--- config.mk ---
export PLATFORM = sky130hd
export DESIGN_NAME = isa_hole_forward_decode
export DESIGN_NICKNAME = d
export VERILOG_FILES = /design/src/logic/hole_pkg.sv /design/src/logic/decode_if.sv /design/src/logic/hole_match.sv /design/src/logic/isa_hole_forward_decode.sv
export SDC_FILE = /design/constraint.sdc
export NUM_CORES = 1
export LEC_CHECK = 0
export ABC_AREA = 1
export BUFFER_PORTS_ARGS = -buffer_cell sky130_fd_sc_hd__buf_2
export CELL_PAD_IN_SITES_DETAIL_PLACEMENT = 0
export CELL_PAD_IN_SITES_GLOBAL_PLACEMENT = 2
export CORE_UTILIZATION = 28
export CTS_BUF_LIST = sky130_fd_sc_hd__clkbuf_4 sky130_fd_sc_hd__clkbuf_8 sky130_fd_sc_hd__clkbuf_16
export CTS_CLUSTER_DIAMETER = 100
export DETAILED_ROUTE_END_ITERATION = 12
export GPL_TIMING_DRIVEN = 0
export HOLD_SLACK_MARGIN = 0.05
export PLACE_DENSITY_LB_ADDON = 0.1
export SYNTH_ARGS = -nofsm -noshare
export SYNTH_HDL_FRONTEND = slang
export SYNTH_SLANG_ARGS = --single-unit
--- constraint.sdc ---
create_clock -name pclk -period 3.68 [get_ports pclk]
set_input_delay 0.368 -clock pclk [delete_from_list [all_inputs] [get_ports pclk]]
set_output_delay 0.368 -clock pclk [all_outputs]
set_load 0.05 [all_outputs]
--- src/logic/hole_pkg.sv ---
// Shared constants and types for the ISA hole forward decoder.
// Assumes APB with 32-bit data and a 24-bit ISA memory address.
package hole_pkg;

	// APB side.
	localparam int PADDR_W = 12;
	localparam int PDATA_W = 32;
	localparam int IDX_W = 10;

	// Register indices; the byte address is four times the index.
	localparam logic [IDX_W-1:0] IDX_REGION_EN = 10'h049;
	localparam logic [IDX_W-1:0] IDX_HOLE_BOTTOM = 10'h04A;
	localparam logic [IDX_W-1:0] IDX_HOLE_TOP = 10'h04B;
	localparam logic [IDX_W-1:0] IDX_PIC_ICW_BASE = 10'h04C;
	localparam int PIC_WORDS = 4;

	// Reset values.
	localparam logic [7:0] RST_REGION_EN = 8'h00;
	localparam logic [7:0] RST_HOLE_BOTTOM = 8'h00;
	localparam logic [7:0] RST_HOLE_TOP = 8'h00;

	// ISA address layout.
	localparam int CYC_ADDR_W = 24;
	localparam int HOLE_LSB = 16;
	localparam int REGION_LSB = 14;
	localparam int REGION_CNT = 2;

	// Lowest 64 KB block a hole may cover (1 MB).
	localparam logic [7:0] HOLE_FLOOR_BLK = 8'h10;
	// First 16 KB expansion region, C0000h, in 16 KB units.
	localparam logic [9:0] REGION_BASE_BLK = 10'h030;

	typedef enum logic [1:0]
	{
		ST_IDLE = 2'b01,
		ST_ANSWER = 2'b10
	} apb_state_t;

endpackage : hole_pkg

--- src/logic/decode_if.sv ---
// Carrier between the decoder top and its address match unit.
// Assumes both ends sit on the same clock; the match is combinational.
`timescale 1ns/1ps
interface decode_if;
	import hole_pkg::*;

	logic [CYC_ADDR_W-1:0] addr;
	logic [7:0] bottom;
	logic [7:0] top;
	logic [REGION_CNT-1:0] region_en;
	logic hole_on;
	logic hole_hit;
	logic region_sel;
	logic region_fwd;

	modport ctrl
	(
		output addr,
		output bottom,
		output top,
		output region_en,
		input hole_on,
		input hole_hit,
		input region_sel,
		input region_fwd
	);

	modport match
	(
		input addr,
		input bottom,
		input top,
		input region_en,
		output hole_on,
		output hole_hit,
		output region_sel,
		output region_fwd
	);
endinterface : decode_if

--- src/logic/hole_match.sv ---
// Address match unit: hole compare and 16 KB expansion region select.
// Assumes its inputs are stable register and address values on one clock.
`timescale 1ns/1ps
module hole_match
(
	// Decode carrier.
	decode_if.match dif
);
	import hole_pkg::*;

	logic [7:0] blk;
	logic [REGION_CNT-1:0] sel;

	assign blk = dif.addr[CYC_ADDR_W-1:HOLE_LSB];

	// A bottom above the top switches the hole off.
	assign dif.hole_on = dif.bottom <= dif.top;

	// Inclusive of both boundary blocks, never below 1 MB; 24 bits stop at 16 MB.
	assign dif.hole_hit = dif.hole_on && (blk >= HOLE_FLOOR_BLK)
		&& (blk >= dif.bottom) && (blk <= dif.top);

	genvar g;
	generate
		for (g = 0; g < REGION_CNT; g++)
		begin : g_region
			localparam logic [9:0] BLK = REGION_BASE_BLK + 10'(g);
			assign sel[g] = dif.addr[CYC_ADDR_W-1:REGION_LSB] == BLK;
		end
	endgenerate

	assign dif.region_sel = |sel;
	assign dif.region_fwd = |(sel & dif.region_en);

endmodule : hole_match

--- src/logic/isa_hole_forward_decode.sv ---
// ISA master / DMA memory cycle forward decoder with its APB register file.
// Assumes APB master and cycle source share pclk; the PIC words come from
// interrupt controller logic on the same clock.
`timescale 1ns/1ps

module isa_hole_forward_decode
(
	// Clock and reset.
	input wire logic pclk,
	input wire logic presetn,

	// APB slave.
	input wire logic [hole_pkg::PADDR_W-1:0] paddr,
	input wire logic psel,
	input wire logic penable,
	input wire logic pwrite,
	input wire logic [hole_pkg::PDATA_W-1:0] pwdata,
	input wire logic [3:0] pstrb,
	output logic [hole_pkg::PDATA_W-1:0] prdata,
	output logic pready,
	output logic pslverr,

	// ISA master / DMA memory cycle in.
	input wire logic cyc_valid,
	input wire logic [hole_pkg::CYC_ADDR_W-1:0] cyc_addr,

	// Master PIC initialization words, word 0 first.
	input wire logic [hole_pkg::PIC_WORDS-1:0][7:0] pic_init_command_words,

	// Forward decision, one cycle after the cycle is offered.
	output logic fwd_valid,
	output logic fwd_to_pci,
	output logic fwd_hole_block,
	output logic fwd_region_block,
	output logic [hole_pkg::CYC_ADDR_W-1:0] fwd_addr,

	// Status.
	output logic hole_enabled
);
	import hole_pkg::*;

	typedef struct packed
	{
		apb_state_t st;
		logic pready;
		logic pslverr;
		logic [PDATA_W-1:0] prdata;
		logic [7:0] region_en;
		logic [7:0] bottom;
		logic [7:0] top;
		logic fwd_valid;
		logic fwd_to_pci;
		logic fwd_hole_block;
		logic fwd_region_block;
		logic [CYC_ADDR_W-1:0] fwd_addr;
		logic hole_enabled;
	} state_t;

	// Bottom and top both reset to zero, so the hole is on but lies below 1 MB.
	localparam state_t RST_STATE = '{
		st: ST_IDLE,
		pready: 1'b0,
		pslverr: 1'b0,
		prdata: 32'h0000_0000,
		region_en: RST_REGION_EN,
		bottom: RST_HOLE_BOTTOM,
		top: RST_HOLE_TOP,
		fwd_valid: 1'b0,
		fwd_to_pci: 1'b0,
		fwd_hole_block: 1'b0,
		fwd_region_block: 1'b0,
		fwd_addr: 24'h00_0000,
		hole_enabled: 1'b1
	};

	state_t s_r;
	state_t s_nxt;

	decode_if dif ();

	logic [IDX_W-1:0] idx;
	logic aligned;
	logic mapped;
	logic is_pic;
	logic [7:0] rd_byte;
	logic access;
	logic wr_ok;
	logic region_block;

	// Address match unit.
	hole_match u_match
	(
		.dif(dif)
	);

	assign dif.addr = cyc_addr;
	assign dif.bottom = s_r.bottom;
	assign dif.top = s_r.top;
	assign dif.region_en = s_r.region_en[REGION_CNT-1:0];

	// Register decode.
	// The index is the byte address over four; the low two bits must be zero.
	assign idx = paddr[PADDR_W-1:2];
	assign aligned = paddr[1:0] == 2'b00;
	assign is_pic = idx[IDX_W-1:2] == IDX_PIC_ICW_BASE[IDX_W-1:2];
	assign mapped = aligned && (is_pic || idx == IDX_REGION_EN
		|| idx == IDX_HOLE_BOTTOM || idx == IDX_HOLE_TOP);

	// Access phase of a transfer; the answer follows one wait state later.
	assign access = psel && penable;

	// Only byte lane 0 holds register data; the read-only PIC words take no write.
	assign wr_ok = access && pwrite && mapped && pstrb[0];

	// A cycle to an expansion region whose enable bit is clear stays off PCI.
	assign region_block = dif.region_sel && !dif.region_fwd;

	// Read mux; an unmapped index reads as zero.
	always_comb
	begin
		rd_byte = 8'h00;
		if (is_pic)
		begin
			rd_byte = pic_init_command_words[idx[1:0]];
		end
		else
		begin
			case (idx)
				IDX_REGION_EN: rd_byte = s_r.region_en;
				IDX_HOLE_BOTTOM: rd_byte = s_r.bottom;
				IDX_HOLE_TOP: rd_byte = s_r.top;
				default: rd_byte = 8'h00;
			endcase
		end
	end

	always_comb
	begin
		s_nxt = s_r;

		// APB: one wait state, then pready; the write lands on the pready edge.
		case (s_r.st)
			ST_IDLE:
			begin
				s_nxt.pready = 1'b0;
				// A transfer is taken at its first access-phase edge.
				if (access)
				begin
					s_nxt.st = ST_ANSWER;
					s_nxt.pready = 1'b1;
					s_nxt.pslverr = !mapped;
					s_nxt.prdata = (mapped && !pwrite) ? {24'h00_0000, rd_byte} : 32'h0000_0000;
				end
			end
			ST_ANSWER:
			begin
				s_nxt.st = ST_IDLE;
				s_nxt.pready = 1'b0;
				s_nxt.pslverr = 1'b0;
				// The write lands on the edge at which the master samples pready.
				if (wr_ok)
				begin
					case (idx)
						IDX_REGION_EN: s_nxt.region_en = pwdata[7:0];
						IDX_HOLE_BOTTOM: s_nxt.bottom = pwdata[7:0];
						IDX_HOLE_TOP: s_nxt.top = pwdata[7:0];
						default: s_nxt.region_en = s_r.region_en;
					endcase
				end
			end
			default:
			begin
				s_nxt.st = ST_IDLE;
				s_nxt.pready = 1'b0;
				s_nxt.pslverr = 1'b0;
			end
		endcase

		// Forward decision, registered one cycle after the offer.
		s_nxt.fwd_valid = cyc_valid;
		s_nxt.fwd_addr = cyc_valid ? cyc_addr : s_r.fwd_addr;
		s_nxt.fwd_hole_block = cyc_valid && dif.hole_hit;
		s_nxt.fwd_region_block = cyc_valid && region_block;
		s_nxt.fwd_to_pci = cyc_valid && !dif.hole_hit
			&& !region_block;
		// Status follows the boundary registers one cycle late, like the decision.
		s_nxt.hole_enabled = dif.hole_on;
	end

	// Every register, outputs included, sits in s_r, so each output leaves a flip-flop.
	always_ff @(posedge pclk or negedge presetn)
	begin
		if (!presetn)
		begin
			s_r <= RST_STATE;
		end
		else
		begin
			s_r <= s_nxt;
		end
	end

	// Read data holds until the next answer; pready and pslverr pulse for one cycle.
	assign prdata = s_r.prdata;
	assign pready = s_r.pready;
	assign pslverr = s_r.pslverr;
	assign fwd_valid = s_r.fwd_valid;
	assign fwd_to_pci = s_r.fwd_to_pci;
	assign fwd_hole_block = s_r.fwd_hole_block;
	assign fwd_region_block = s_r.fwd_region_block;
	assign fwd_addr = s_r.fwd_addr;
	assign hole_enabled = s_r.hole_enabled;

endmodule : isa_hole_forward_decode

==> impl_metrics.json <==
{
  "run_status": "complete, but fails checks",
  "violations_in_the_final_reports": "DRC",
  "power.density_cell_area_nw_per_um2": 363.2,
  "post_synth_instance_area_um2": 4268,
  "post_synthesis_instance_total": 556,
  "drive_above_1_share_pct": 30.03,
  "firstDrtPassIters": 9,
  "slew_headroom_pct": 42.21,
  "pin_count": 173,
  "num-fill-cells": 1586,
  "cts_sinks": 65,
  "grt.total_usage_pct": 15.97,
  "peak_supply_drop_uv": 181.5,
  "wire_length_of_the_first_global_routing_pass_um": 19520,
  "cts-hold-fix-buffers": 0,
  "ys_seq_elements": 65,
  "crit_type": "reg2reg",
  "dieArea_um2": 15740,
  "worst_setup_hold_path_clk_slew_ns": 0.05,
  "timing.final.setup_violations": 0,
  "max_cap_viol_count": 0,
  "viasPerCell": 4.317,
  "worstSkewPairLatency_ns": 0.33,
  "crit_end_element": "flop",
  "cellLeakagePower_nw": 3.074,
  "postCtsSetupBuffers": 0,
  "fmax_mhz": 618.9,
  "first_global_vias": 3911,
  "post_cts.resized_instances": 0,
  "grt_antenna_before_repair": 0,
  "place.port_buffers": 121,
  "avgRoutedWirePerCell_um": 13.17,
  "drtAntennaViolNets": 0,
  "drt-total-wl_um": 11850,
  "finalClockSkew_ns": 0.007265,
  "fp.dieW_um": 125.5,
  "grt_start_max_net_pins": 66,
  "initial_core_util_pct": 29.03,
  "final_hold_viol_count": 0,
  "worst-slew-pin-transition_ns": 0.8669,
  "rows": 44,
  "place.detailed.hpwl_um": 9334,
  "cts_tree": "yes",
  "synth.yosys.seq_area_share_pct": 38.17,
  "cts_made_buffers": 9,
  "htree_levels": 3,
  "insertedDiodeCount": 0,
  "grt_overflow_total": 0,
  "design_power_total_mw": 1.992,
  "cp_cell_sequence": "inv_1, ha_1, nand2_1, nor2_1, nand4_1, nand3_1, nand3_1, nor2_1, nor2_1",
  "post-route-drc-count": 7,
  "num-nets-final": 845,
  "ctsRootBufferMaster": "sky130_fd_sc_hd__clkbuf_16",
  "worst_path_max_delay_cell": "sky130_fd_sc_hd__dfrtp_1",
  "setup.worst_path.start_class": "flop",
  "timing.final.crit_period_ns": 1.616,
  "cpPeakStageDelay_ns": 0.38,
  "hold_wc_path_type": "in2async",
  "drt_iter0_drc": 143,
  "post_synth.cell_area_avg_um2": 7.676,
  "fin_crit_sh_pct": 43.91,
  "report.final.slew_viol_count": 0,
  "worst_ep_arrival_time_ns": 1.84,
  "place.gp.congestion": 0.7688,
  "synth_cell_type_count": 28,
  "floorplan.die.height_um": 125.5,
  "rsz0062_at_grt": "no",
  "area_delta_synth_final_pct": 28.50,
  "timing.reg2reg.worst_path_depth": 9,
  "routed-via-count": 3885,
  "timing.critical_path.required_ns": 3.90,
  "cp_common_cell": "sky130_fd_sc_hd__nor2_1",
  "path_max_fanout": 3,
  "synth-warning-count": 0,
  "clockBufferDepth": 2,
  "core_area_um2": 14700,
  "totalNegativeSetupSlack_ns": 0
}
[area by class of cell]
cell class	instances	area, µm²	area share (%)
clock buffer	10	232.7	4.244
buffer	68	510.5	9.309
inverter	54	202.7	3.696
sequential	65	1629	29.71
clock inverter	6	58.81	1.072
timing repair buffer	121	608.1	11.09
tap	184	230.2	4.198
multi-input combinational	392	2012	36.69
[cells in the mapped netlist (all sizes together)]
| master | count | area, µm² |
|---|---|---|
| o21a | 1 | 7.510 |
| nor2 | 53 | 231.5 |
| ha | 24 | 300.3 |
| clkinv | 3 | 11.26 |
| dfrtp | 63 | 1577 |
| nor3 | 3 | 15.01 |
| a21o | 2 | 15.01 |
| o2111ai | 1 | 8.760 |
| buf | 63 | 491.7 |
| a21oi | 15 | 75.07 |
| conb | 1 | 3.750 |
| inv | 51 | 191.4 |
| o21bai | 25 | 187.7 |
| o22ai | 10 | 62.56 |
| nand3 | 39 | 220.2 |
| nand2 | 182 | 708.2 |
| o21ai | 5 | 25.02 |
| dfstp | 2 | 52.55 |
| nand4 | 8 | 65.06 |
| clkbuf | 5 | 18.77 |
[worst paths after layout]
path                               start      endpoint  slack (ns)
max                        dif.bottom[7]    fwd_to_pci        2.06
min                              presetn     prdata[7]        0.15
max reg2reg                dif.bottom[7]    fwd_to_pci        2.06
min reg2reg                  fwd_addr[0]   fwd_addr[0]        0.47
max in group asynchronous        presetn  fwd_addr[16]        2.96
min in group pclk              cyc_valid     fwd_valid        0.17
[cells in the final DEF (no fill, tap or decap), types with 2 or more instances in the layout]
cell	netlist	routed
sky130_fd_sc_hd__nand3_1	37	37
sky130_fd_sc_hd__buf_4	58	59
sky130_fd_sc_hd__conb_1	1	24
sky130_fd_sc_hd__nand2_4	3	3
sky130_fd_sc_hd__dfstp_2	2	2
sky130_fd_sc_hd__a21oi_1	15	15
sky130_fd_sc_hd__buf_6	5	5
sky130_fd_sc_hd__o22ai_1	10	10
sky130_fd_sc_hd__o21bai_1	25	25
sky130_fd_sc_hd__inv_1	50	50
sky130_fd_sc_hd__nand4_1	7	7
sky130_fd_sc_hd__dfrtp_1	63	63
sky130_fd_sc_hd__clkbuf_16	0	9
sky130_fd_sc_hd__o21ai_0	5	5
sky130_fd_sc_hd__nor2_4	4	4
sky130_fd_sc_hd__buf_2	0	120
sky130_fd_sc_hd__nand2_1	178	178
sky130_fd_sc_hd__clkbuf_1	5	5
sky130_fd_sc_hd__clkinv_1	3	3
sky130_fd_sc_hd__nor3_1	3	3
sky130_fd_sc_hd__clkinv_2	0	4
sky130_fd_sc_hd__a21o_1	2	2
sky130_fd_sc_hd__nand3_4	2	2
sky130_fd_sc_hd__ha_1	24	24
sky130_fd_sc_hd__nor2_1	48	48
[critical path: cells and delay by family (launching register included)]
family	cells	cell delay, ns
simple gates	7	0.75
buf+inv	1	0.09
flops	1	0.38
fa+ha+maj	1	0.29
[sequential cells by signal (all words and copies together), names as in the netlist]
register and count:
fwd_addr 24, dif.bottom 8, dif.top 8, prdata 8, s_r 8, dif.region_en 2
fwd_hole_block 1, fwd_region_block 1, fwd_to_pci 1, fwd_valid 1, hole_enabled 1, pready 1
pslverr 1
[routing by layer]
layer | GRT usage (%) | vias up | part of all wire (%)
met4 | 4.089 | 0 | 0.93
met1 | 20.58 | 1795 | 47
met5 | 0 | - | 0
li1 | - | 1999 | -
met3 | 3.124 | 10 | 4.7
met2 | 27.25 | 81 | 48
[stage by stage]
| step | cells | area, µm² | hold WS [ns] | setup slack, ns | utilization, % |
|---|---|---|---|---|---|
| global placement | 884 | 5190 | 0.4549 | 1.832 | 35.31 |
| finish | 900 | 5484 | 0.1484 | 2.064 | 37.31 |
| detailed placement | 884 | 5192 | 0.4594 | 1.831 | 35.33 |
| floorplan | 579 | 4354 | 0.07241 | 2.252 | - |
| global route | 900 | 5484 | 0.1559 | 1.885 | 37.31 |
| CTS | 900 | 5484 | 0.1555 | 2.049 | 37.31 |
[kinds of logic after synthesis]
| group | share of synthesized area, % |
|---|---|
| flops | 38.17 |
| fa+ha+maj | 7.036 |
| other cells | 0.08787 |
| buf+inv | 16.71 |
| simple gates | 29.05 |
| compound gates | 8.942 |
[power by group]
part           switching, mW  leakage, nW  internal [mW]
sequential            0.0141        0.725          0.744
clock                  0.317        0.149          0.528
combinational          0.265         2.20          0.124
Power figures use the tool's default switching activity.
